**src/common/rcr_pkg.sv**
```systemverilog
package rcr_pkg;
   // ==========================================
   // register map
   localparam logic [3:0] ADDR_FLAGS = 4'h0;
   localparam logic [3:0] ADDR_STATUS = 4'h1;
   localparam logic [3:0] ADDR_IRQ_STAT = 4'h2;
   localparam logic [3:0] ADDR_IRQ_MASK = 4'h3;
   localparam logic [3:0] ADDR_PC = 4'h4;

   // ==========================================
   // flag bit positions
   localparam int BIT_OVF = 7;
   localparam int BIT_UNF = 6;
   localparam int BIT_PIN = 3;
   localparam int BIT_INSTR = 2;
   localparam int BIT_POR = 1;
   localparam int BIT_BOR = 0;
   localparam logic [7:0] FLAGS_IMPL_MASK = 8'hcf;
   localparam logic [7:0] FLAGS_POR_VAL = 8'h0c;
   localparam logic [7:0] FLAGS_POR_KEEP = 8'h00;
   localparam logic [7:0] FLAGS_BOR_SET = 8'h0c;
   localparam logic [7:0] FLAGS_BOR_KEEP = 8'h02;
   localparam logic [1:0] STATUS_POR = 2'b11;
   localparam int ST_TO = 1;
   localparam int ST_PD = 0;

   // ==========================================
   // vectors and widths
   localparam int PC_W = 15;
   localparam logic [14:0] RESET_VECTOR = 15'h0000;
   localparam logic [14:0] IRQ_VECTOR = 15'h0004;
   localparam logic [14:0] PC_ONE = 15'h0001;
   localparam int NUM_EV = 8;

   // ==========================================
   // event index in interrupt status
   localparam int EV_POR = 0;
   localparam int EV_BOR = 1;
   localparam int EV_PIN = 2;
   localparam int EV_WDT = 3;
   localparam int EV_INSTR = 4;
   localparam int EV_STACK = 5;
   localparam int EV_WAKE_WDT = 6;
   localparam int EV_WAKE_IRQ = 7;

   // event inputs
   typedef struct packed {
      logic por;
      logic bor;
      logic pin;
      logic wdt;
      logic instr;
      logic stk_over;
      logic stk_under;
      logic irq_wake;
   } rcr_events_t;

   // register block state
   typedef struct packed {
      logic [7:0] flags;
      logic [1:0] status;
      logic [7:0] irq_stat;
      logic [7:0] irq_mask;
      logic [14:0] pc;
      logic pc_load;
      logic [7:0] rdata;
      logic pin_s1;
      logic pin_s2;
      logic pin_s3;
      logic pin_agreed;
      logic irq_vec_pending;
   } rcr_state_t;
endpackage : rcr_pkg

```
**src/hdl/rcr_recorder.sv**
```systemverilog
module rcr_recorder (
   // clock and reset
   input wire logic ref_clk_in,
   input wire logic rst_in,
   // register port
   input wire logic [3:0] addr_in,
   input wire logic [7:0] wdata_in,
   input wire logic wr_in,
   input wire logic rd_in,
   output logic [7:0] rdata_out,
   // reset and wake sources, one-cycle pulses from core logic
   input wire rcr_pkg::rcr_events_t events_in,
   // external reset pin level, active low, asynchronous
   input wire logic external_reset_pin_n_in,
   // core context
   input wire logic sleeping_in,
   input wire logic stack_reset_option_in,
   input wire logic global_irq_enable_in,
   input wire logic [rcr_pkg::PC_W-1:0] pc_in,
   // program counter load, reset cause and interrupt request
   output logic [rcr_pkg::PC_W-1:0] pc_out,
   output logic pc_load_out,
   output logic [1:0] status_bits_out,
   output logic [7:0] reset_cause_flags_out,
   output logic irq_out
);
   rcr_pkg::rcr_state_t s_q;
   rcr_pkg::rcr_state_t s_d;
   // decoded strobes and events of the current cycle
   logic flags_wr;
   logic mask_wr;
   logic stat_rd;
   logic pin_ev;
   logic wake_irq;
   logic wake_wdt;
   logic wdt_reset;
   logic stack_hit;
   logic true_reset;
   logic [rcr_pkg::NUM_EV-1:0] ev_set;

   // register read mux, unimplemented bits zero
   function automatic logic [7:0] read_mux(input logic [3:0] a, input rcr_pkg::rcr_state_t s);
      logic [7:0] r;
      r = 8'h00;
      unique case (a)
         rcr_pkg::ADDR_FLAGS: r = s.flags & rcr_pkg::FLAGS_IMPL_MASK;
         rcr_pkg::ADDR_STATUS: r = {6'h00, s.status};
         rcr_pkg::ADDR_IRQ_STAT: r = s.irq_stat;
         rcr_pkg::ADDR_IRQ_MASK: r = s.irq_mask;
         rcr_pkg::ADDR_PC: r = s.pc[7:0];
         default: r = 8'h00;
      endcase
      return r;
   endfunction : read_mux

   // ==========================================
   // flag update functions

   // power-on: pin and instruction flags set, stack and supply flags clear
   // the brown-out flag has no defined value here and is taken as clear
   function automatic logic [7:0] por_flags(input logic [7:0] f);
      logic [7:0] r;
      r = (f & rcr_pkg::FLAGS_POR_KEEP) | rcr_pkg::FLAGS_POR_VAL;
      r[rcr_pkg::BIT_POR] = 1'b0;
      r[rcr_pkg::BIT_BOR] = 1'b0;
      return r & rcr_pkg::FLAGS_IMPL_MASK;
   endfunction : por_flags

   // brown-out: as power-on, but the power-on flag keeps its value
   function automatic logic [7:0] bor_flags(input logic [7:0] f);
      logic [7:0] r;
      r = (f & rcr_pkg::FLAGS_BOR_KEEP) | rcr_pkg::FLAGS_BOR_SET;
      r[rcr_pkg::BIT_BOR] = 1'b0;
      return r & rcr_pkg::FLAGS_IMPL_MASK;
   endfunction : bor_flags

   // pin reset: only the pin flag drops
   function automatic logic [7:0] pin_flags(input logic [7:0] f);
      logic [7:0] r;
      r = f;
      r[rcr_pkg::BIT_PIN] = 1'b0;
      return r;
   endfunction : pin_flags

   // reset instruction: only the instruction flag drops
   function automatic logic [7:0] instr_flags(input logic [7:0] f);
      logic [7:0] r;
      r = f;
      r[rcr_pkg::BIT_INSTR] = 1'b0;
      return r;
   endfunction : instr_flags

   // stack faults: the matching flag rises; only firmware, power-on or brown-out lowers it again
   function automatic logic [7:0] stack_flags(input logic [7:0] f, input logic over,
                                              input logic under);
      logic [7:0] r;
      r = f;
      if (over) begin
         r[rcr_pkg::BIT_OVF] = 1'b1;
      end
      if (under) begin
         r[rcr_pkg::BIT_UNF] = 1'b1;
      end
      return r;
   endfunction : stack_flags

   // firmware write: unimplemented positions never hold a one
   function automatic logic [7:0] written_flags(input logic [7:0] v);
      return v & rcr_pkg::FLAGS_IMPL_MASK;
   endfunction : written_flags

   // ==========================================
   // status update functions

   // pin reset: kept when awake; in sleep timeout rises and powerdown drops
   function automatic logic [1:0] pin_status(input logic [1:0] st, input logic asleep);
      logic [1:0] r;
      r = st;
      if (asleep) begin
         r[rcr_pkg::ST_TO] = 1'b1;
         r[rcr_pkg::ST_PD] = 1'b0;
      end
      return r;
   endfunction : pin_status

   // brown-out: timeout rises, powerdown keeps its value
   function automatic logic [1:0] bor_status(input logic [1:0] st);
      logic [1:0] r;
      r = st;
      r[rcr_pkg::ST_TO] = 1'b1;
      return r;
   endfunction : bor_status

   // watchdog: timeout drops; in sleep powerdown drops as well
   function automatic logic [1:0] wdt_status(input logic [1:0] st, input logic asleep);
      logic [1:0] r;
      r = st;
      r[rcr_pkg::ST_TO] = 1'b0;
      if (asleep) begin
         r[rcr_pkg::ST_PD] = 1'b0;
      end
      return r;
   endfunction : wdt_status

   // interrupt wake: timeout rises and powerdown drops
   function automatic logic [1:0] wake_status(input logic [1:0] st);
      logic [1:0] r;
      r = st;
      r[rcr_pkg::ST_TO] = 1'b1;
      r[rcr_pkg::ST_PD] = 1'b0;
      return r;
   endfunction : wake_status

   // ==========================================
   // program counter and pin helpers

   // address of the instruction after the sleep instruction, wraps at the top
   function automatic logic [rcr_pkg::PC_W-1:0] next_pc(input logic [rcr_pkg::PC_W-1:0] pc);
      return pc + rcr_pkg::PC_ONE;
   endfunction : next_pc

   // a low counts once, when stages two and three first agree on it;
   // a pin held low would otherwise raise a reset on every cycle
   function automatic logic pin_new_low(input rcr_pkg::rcr_state_t s);
      return (s.pin_s2 == s.pin_s3) && !s.pin_s3 && s.pin_agreed;
   endfunction : pin_new_low

   // level that the late stages agree on, else the level counted before;
   // a glitch seen by one stage only never changes it
   function automatic logic pin_level(input rcr_pkg::rcr_state_t s);
      logic r;
      r = s.pin_agreed;
      if (s.pin_s2 == s.pin_s3) begin
         r = s.pin_s3;
      end
      return r;
   endfunction : pin_level

   // interrupt request level from sticky events and mask
   function automatic logic irq_level(input rcr_pkg::rcr_state_t s);
      return |(s.irq_stat & s.irq_mask);
   endfunction : irq_level

   // ==========================================
   // event decode

   // register strobes
   assign flags_wr = wr_in && (addr_in == rcr_pkg::ADDR_FLAGS);
   assign mask_wr = wr_in && (addr_in == rcr_pkg::ADDR_IRQ_MASK);
   assign stat_rd = rd_in && (addr_in == rcr_pkg::ADDR_IRQ_STAT);

   // wake-ups only count while the core sleeps
   assign wake_irq = events_in.irq_wake && sleeping_in;
   assign wake_wdt = events_in.wdt && sleeping_in;

   // a watchdog expiry while awake is a true reset
   assign wdt_reset = events_in.wdt && !sleeping_in;

   // pin reset from the core or from the synchronised pin
   assign pin_ev = events_in.pin || pin_new_low(s_q);

   // stack faults only reset when the option is on
   assign stack_hit = stack_reset_option_in && (events_in.stk_over || events_in.stk_under);

   // every true reset, sleep wake-ups excluded
   assign true_reset = events_in.por || events_in.bor || pin_ev || wdt_reset
                       || events_in.instr || stack_hit;

   // one sticky status bit per source, the two stack faults sharing one
   always_comb begin
      ev_set = '0;
      ev_set[rcr_pkg::EV_POR] = events_in.por;
      ev_set[rcr_pkg::EV_BOR] = events_in.bor;
      ev_set[rcr_pkg::EV_PIN] = pin_ev;
      ev_set[rcr_pkg::EV_WDT] = wdt_reset;
      ev_set[rcr_pkg::EV_INSTR] = events_in.instr;
      ev_set[rcr_pkg::EV_STACK] = stack_hit;
      ev_set[rcr_pkg::EV_WAKE_WDT] = wake_wdt;
      ev_set[rcr_pkg::EV_WAKE_IRQ] = wake_irq;
   end

   // ==========================================
   // next state, lowest priority first so later sources win
   always_comb begin
      s_d = s_q;

      // three-stage pin synchroniser; stage one feeds only stage two
      s_d.pin_s1 = external_reset_pin_n_in;
      s_d.pin_s2 = s_q.pin_s1;
      s_d.pin_s3 = s_q.pin_s2;
      s_d.pin_agreed = pin_level(s_q);

      // read data of the addressed register, shown the cycle after
      s_d.rdata = read_mux(addr_in, s_q);
      s_d.pc_load = 1'b0;

      // firmware writes first so that hardware events below win
      if (flags_wr) begin
         s_d.flags = written_flags(wdata_in);
      end
      if (mask_wr) begin
         s_d.irq_mask = wdata_in;
      end

      // reading the event status clears it; new events set it again below
      if (stat_rd) begin
         s_d.irq_stat = 8'h00;
      end

      // vector load one cycle after an interrupt wake with interrupts enabled
      if (s_q.irq_vec_pending) begin
         s_d.irq_vec_pending = 1'b0;
         s_d.pc = rcr_pkg::IRQ_VECTOR;
         s_d.pc_load = 1'b1;
      end

      // interrupt wake: next instruction, then the vector if enabled
      if (wake_irq) begin
         s_d.status = wake_status(s_d.status);
         s_d.pc = next_pc(pc_in);
         s_d.pc_load = 1'b1;
         s_d.irq_vec_pending = global_irq_enable_in;
      end

      // watchdog wake: next instruction, never the vector
      if (wake_wdt) begin
         s_d.status = wdt_status(s_d.status, 1'b1);
         s_d.pc = next_pc(pc_in);
         s_d.pc_load = 1'b1;
         s_d.irq_vec_pending = 1'b0;
      end

      // watchdog reset while awake
      if (wdt_reset) begin
         s_d.status = wdt_status(s_d.status, 1'b0);
      end

      // reset instruction
      if (events_in.instr) begin
         s_d.flags = instr_flags(s_d.flags);
      end

      // stack faults
      if (stack_hit) begin
         s_d.flags = stack_flags(s_d.flags, events_in.stk_over, events_in.stk_under);
      end

      // pin reset, which also ends a sleep
      if (pin_ev) begin
         s_d.flags = pin_flags(s_d.flags);
         s_d.status = pin_status(s_d.status, sleeping_in);
      end

      // brown-out
      if (events_in.bor) begin
         s_d.flags = bor_flags(s_d.flags);
         s_d.status = bor_status(s_d.status);
      end

      // power-on overrides every other source
      if (events_in.por) begin
         s_d.flags = por_flags(s_d.flags);
         s_d.status = rcr_pkg::STATUS_POR;
      end

      // any true reset restarts at the reset vector and drops a pending vector
      if (true_reset) begin
         s_d.pc = rcr_pkg::RESET_VECTOR;
         s_d.pc_load = 1'b1;
         s_d.irq_vec_pending = 1'b0;
      end

      // sticky event bits, set wins over the read clear
      s_d.irq_stat = s_d.irq_stat | ev_set;
   end

   // ==========================================
   // state register, pin stages idle high so reset makes no false edge
   always_ff @(posedge ref_clk_in) begin
      if (rst_in) begin
         s_q <= '{flags: rcr_pkg::FLAGS_POR_VAL, status: rcr_pkg::STATUS_POR, irq_stat: 8'h00,
                  irq_mask: 8'h00, pc: rcr_pkg::RESET_VECTOR, pc_load: 1'b0,
                  rdata: 8'h00, pin_s1: 1'b1, pin_s2: 1'b1, pin_s3: 1'b1,
                  pin_agreed: 1'b1, irq_vec_pending: 1'b0};
      end else begin
         s_q <= s_d;
      end
   end

   // ==========================================
   // outputs

   // registered read data
   assign rdata_out = s_q.rdata;

   // program counter load towards the core
   assign pc_out = s_q.pc;
   assign pc_load_out = s_q.pc_load;

   // reset cause as seen by the core
   assign status_bits_out = s_q.status;
   assign reset_cause_flags_out = s_q.flags & rcr_pkg::FLAGS_IMPL_MASK;

   // level interrupt while an unmasked event bit is set
   assign irq_out = irq_level(s_q);
endmodule : rcr_recorder

```
**config.mk**
```make
export PLATFORM = sky130hd
export DESIGN_NAME = rcr_recorder
export DESIGN_NICKNAME = d
export VERILOG_FILES = /design/src/common/rcr_pkg.sv /design/src/hdl/rcr_recorder.sv
export SDC_FILE = /design/constraint.sdc
export NUM_CORES = 1
export LEC_CHECK = 0
export ABC_AREA = 0
export BUFFER_PORTS_ARGS = -buffer_cell sky130_fd_sc_hd__buf_2
export CAP_MARGIN = 25
export CELL_PAD_IN_SITES_DETAIL_PLACEMENT = 1
export CELL_PAD_IN_SITES_GLOBAL_PLACEMENT = 2
export CORE_MARGIN = 3
export CORE_UTILIZATION = 27
export DETAILED_ROUTE_END_ITERATION = 6
export PLACE_DENSITY_LB_ADDON = 0.1
export SLEW_MARGIN = 20
export SYNTH_ARGS = -nofsm -noshare
export SYNTH_HDL_FRONTEND = slang
export SYNTH_SLANG_ARGS = --single-unit
```
**constraint.sdc**
```tcl
create_clock -name ref_clk_in -period 1.6 [get_ports ref_clk_in]
set_input_delay 0.16 -clock ref_clk_in [delete_from_list [all_inputs] [get_ports ref_clk_in]]
set_output_delay 0.16 -clock ref_clk_in [all_outputs]
set_load 0.02 [all_outputs]
```
# [After elaboration in Yosys (flattened, before gate mapping)]
# Index checks and enable logic that the tools add are counted.
[op_classes] addsub=1 eq_ne=5 muxes=16 bitwise_logic=3 n_reduce_logical=25
[ops] op="$mux 16" n=3
[ops] op="$pmux 8 s5" n=1
[ops] op="$mux 8" n=3
[ops] op="$add 15x1->15 const B" n=1
[ops] op="$logic_and 1x1->1" n=9
[ops] op="$and 8x8->8" n=1
[ops] op="$eq 4x2->1 const B" n=2
[ops] op="$mux 2" n=4
[ops] op="$or 8x8->8" n=1
[ops] op="$reduce_or 8->1" n=1
[ops] op="$logic_or 1x1->1" n=7
[ops] op="$mux 6" n=1
[ops] op="$eq 4x1->1 const B" n=1
[ops] op="$eq 4x3->1 const B" n=1
[ops] op="$logic_not 4->1" n=1
[ops] op="$reduce_or 2->1" n=2
[ops] op="$reduce_or 4->1" n=1
[ops] op="$mux 1" n=3
[ops] op="$mux 3" n=1
[ops] op="$reduce_bool 3->1" n=1
[ops] op="$reduce_or 3->1" n=1
[ops] op="$logic_not 1->1" n=2
[ops] op="$eq 1x1->1" n=1
[ops] op="$not 1->1" n=1
[totals] ff_bits=55 in_bits=43 out_inout_bits=35 wordCells=64

# [Depth between registers and ports, before layout]
[logic_depth] depth_word=9 ltp_mapped=8 ltp_nobuf=6

# [Worst setup path after synthesis]
# No wires, ideal clock.
[synth_timing] path_kind="flip-flop to flip-flop" start="register s_q[2] (netlist bit)" end="register s_q, in the netlist pc_out[2]" setup_ns=0.086 arrival_time_ns=1.498 required_ns=1.514 setup_slack_ns=0.016 stages_incl_launch_ff=9 path_buffers=2 synth_period_minus_slack_ns=1.584 path_cell_list="dfxtp_1 inv_1 ha_1 a21o_1 nand4b_1 nand2b_1 clkbuf_1 buf_2 a211oi_1"
[synth_between] elab_chain_len=9 word_cells_on_any_way=10 cone_classes="1 x eq/ne; 9 x reduce/logical"
[synth_lines] element="from (decl)" line_no="rcr_recorder.sv:27" source="rcr_pkg::rcr_state_t s_q;"
[synth_lines] element="from (signal assigned)" line_no="rcr_recorder.sv:321" source="s_q <= '{flags: rcr_pkg::FLAGS_POR_VAL, status: rcr_pkg::STATUS_POR, irq_stat: 8'h00,"
[synth_lines] element="$eq 1x1->1 or $logic_not 1->1 (tied branches)" line_no="rcr_recorder.sv:165" source="return (s.pin_s2 == s.pin_s3) && !s.pin_s3 && s.pin_agreed;"
[synth_lines] element="$logic_and 1x1->1 * (2 in series)" line_no="rcr_recorder.sv:165"
[synth_lines] element="$logic_or 1x1->1 *" line_no="rcr_recorder.sv:200" source="assign pin_ev = events_in.pin || pin_new_low(s_q);"
[synth_lines] element="$logic_or 1x1->1 * (2 in series)" line_no="rcr_recorder.sv:206" source="assign true_reset = events_in.por || events_in.bor || pin_ev || wdt_reset"
[synth_lines] element="$logic_or 1x1->1 * (2 in series)" line_no="rcr_recorder.sv:207" source="|| events_in.instr || stack_hit;"
[synth_lines] element="$reduce_or 2->1 (no source line) *"
# Mark *: on every way between the ends. The rest lies on a longest branch, timed or not.
# A chain may end at the register's enable or synchronous reset.

# [Worst setup path after layout]
[layout_timing] start="register s_q, in the netlist s_d[2]" end="register s_q, in the netlist pc_out[2]"
[layout_between] elab_chain_len=9
[layout_lines] element="$eq 1x1->1" line_no="rcr_recorder.sv:165"
[layout_lines] element="$logic_and 1x1->1 (2 in series)" line_no="rcr_recorder.sv:165"
[layout_lines] element="$logic_or 1x1->1" line_no="rcr_recorder.sv:200"
[layout_lines] element="$logic_or 1x1->1 (2 in series)" line_no="rcr_recorder.sv:206"
[layout_lines] element="$logic_or 1x1->1 (2 in series)" line_no="rcr_recorder.sv:207"
[layout_lines] element="$reduce_or 2->1 (no source line)"
# Every way passes these cells.

==> run metrics <==
H-tree depth 2; Final ANT Viol Nets 0; post-route cell area 3260 sq um; Mapped Area 2670 sq um; Reg2Reg Depth 7; antenna cells 0; area grow syn2layout 22.1%; synth unique cells 51; CTS Buf Count 5; total track usage 15.1%; crit path launch s_d[2]; crit path buf inv count 2; Synth Warn # 0; Top FF cell, synth dfxtp_1; first-pass GRT wire length 13.2 mm; # IOs 78; period utilization 93.7%; clk slew on worst S/H paths 0.10 ns; count leader, synth dfxtp_1; CP required 1.83 ns; Final #Nets 416; Post-DP Area 3080 sq um; FFs w/ async S/R, synth 0%; Tmin final 1.50 ns; number of global-route vias before repair 2449; largest net degree at the start of global routing 16; # fillers 1155; largest stage delay on the critical path 0.34 ns; CTS Root Cell clkbuf_8; drt wl/cell 16.4 um; CTS tree done; dpl ws -0.108 ns; Max IR drop VDD 0.000389 V; grt ovf 0; register area 1060 sq um; DR vias 2389; crit path capture type flop; CTS Buffer Depth 2; hold path startpoint external_reset_pin_n_in; # port buffers 75; kind of critical path flop to flop; Setup WS post-layout 0.101 ns; Final Setup Violations 0; Multi-input gate area 1330 sq um; Yosys top cell by area dfxtp_1; later-pin clock latency in the skew report 0.31 ns; final hold violation count 0; 1st-iter DRT viols 49; # hold bufs at CTS 0; hold path cells 2; sequential fraction of the synthesis area 39.7%; Residual DRC 0; run status complete, no violations; Synth top area share 39.7%; DIE AREA 11100 sq um; critical-path cell list inv_2 -> ha_4 -> a21o_1 -> nand4b_1 -> nand2b_4 -> buf_6 -> a211oi_2; EDFF count, synth 0; flop-to-flop setup slack 0.10 ns; Lkg Pwr 0.00138 uW; layout cells sized above 1 34.7%; Crit path max-delay family simple AND/OR/NAND/NOR gates; DIE WIDTH 105 um; most frequent cells after synthesis dfxtp_1 (53), a21oi_1 (33), buf_4 (33), nand2_1 (29), nor2_1 (24); RSZ-0062 raised after global routing true; Hold Path Class primary input to flop; Peak Freq 667 MHz; Synth Register Bits 53; Cell Rows 35; final WL 8.19 mm; Synth Area per Inst 8.59 sq um; crit start category flop; Post-Syn Instances 311; Via density 4.77; Pwr Density 825 nW/um^2; DIE HEIGHT 105 um; Clock Skews 0.00982 ns; reg-to-reg critical path startpoint s_d[2]; Final Util 34.6%; Slew Viols, Final 0; R2R Path End pc_out[2]; GPL Wtd Cong 0.786; slowest CP cell dfxtp_2; placed cells 492; MaxCap Viol Count 0; Setup TNS 0 ns; initial antenna violation count 0; Initial Util 28.4%; CP arrival 1.73 ns; CP Max Fanout 7; hold endpoint s_d[3]; 1st-pass router iterations 4; clk sink count 53; post-DP HPWL 6.56 mm; Std-Cell Core Area 9420 sq um; Synth area leaders dfxtp_1 (40%), buf_4 (9.3%), a21oi_1 (6.2%), nand2_1 (4.1%), nor2_1 (3.4%); Final Instance Count excl. Fillers 501
-- power by group --
group	switching [uW]	internal, uW	total (uW)
Clock	453	511	965
Combinational	206	143	350
Sequential	28.5	1350	1380
-- worst max-delay path by stage --
stage,slack (ns),endpoint,cells past startpoint
after floorplan,0.02,pc_out[2],8
after global placement,-0.06,pc_out[5],7
after detailed placement,-0.11,pc_out[14],7
after CTS,0.004,pc_out[2],7
after global routing,-0.02,pc_out[2],7
final,0.10,pc_out[2],7
-- logic make-up (layout without fill, tap and decap cells) --
group | count (synthesis) | in the layout | synth area share (%)
simple gates | 104 | 104 | 20.6
buf+inv | 55 | 115 | 12.6
flops | 53 | 53 | 39.7
xor+xnor | 8 | 8 | 2.62
mux | 12 | 12 | 4.68
compound gates | 76 | 76 | 18.6
other cells | 1 | 2 | 0.140
fa+ha+maj | 2 | 2 | 0.937
-- flip-flops by register name, indices dropped and copies added, names as in the netlist --
register	count
s_d	2
reset_cause_flags_out	6
pc_out	15
pc_load_out	1
s_q	19
rdata_out	8
status_bits_out	2
-- routing by layer --
metal | global-route usage (%) | vias to the layer above | routed length (um)
li1 | - | 1201 | -
met1 | 20.9 | 1133 | 3980
met2 | 24.2 | 48 | 3830
met3 | 3.18 | 7 | 304
met4 | 3.19 | 0 | 86
met5 | 0 | - | 0
-- layout by cell type, fill, tap and decap left out, types with 3 or more instances in the layout --
cell      synthesis  final
a211oi_2          2      6
a21oi_1          33     33
a222oi_1          3      3
a22oi_1          10     10
and3_1            4      4
buf_2             6     75
buf_4            33     22
clkbuf_8          0      6
dfxtp_1          53     51
inv_1             6      4
inv_2             2      4
mux2_1            4      4
mux2i_1           8      8
nand2_1          29     29
nand3_1          14     14
nor2_1           24     24
nor3_1            8      7
nor4_1            6      6
o21ai_1           4      4
xnor2_1           8      8
-- metrics by stage --
stage,hold slack [ns],power [uW]
floorplan,0.237,1580
global placement,0.342,1750
detailed placement,0.350,1750
CTS,0.0212,2710
global route,0.0222,2840
finish,0.0258,2690
-- layout make-up --
type	instances	area share, %
Clock buffer	7	2.65
Clock inverter	1	0.921
Inverter	8	0.921
Multi-Input combinational cell	204	40.7
Sequential cell	53	32.6
Tap cell	129	4.95
Timing Repair Buffer	99	17.3
-- what timing repair did --
action,in CTS,in global routing
pin swaps,0,3
gates resized for setup,2,13
setup endpoints to repair,15,15
setup buffers,0,1
Power figures use the tool's default switching activity.
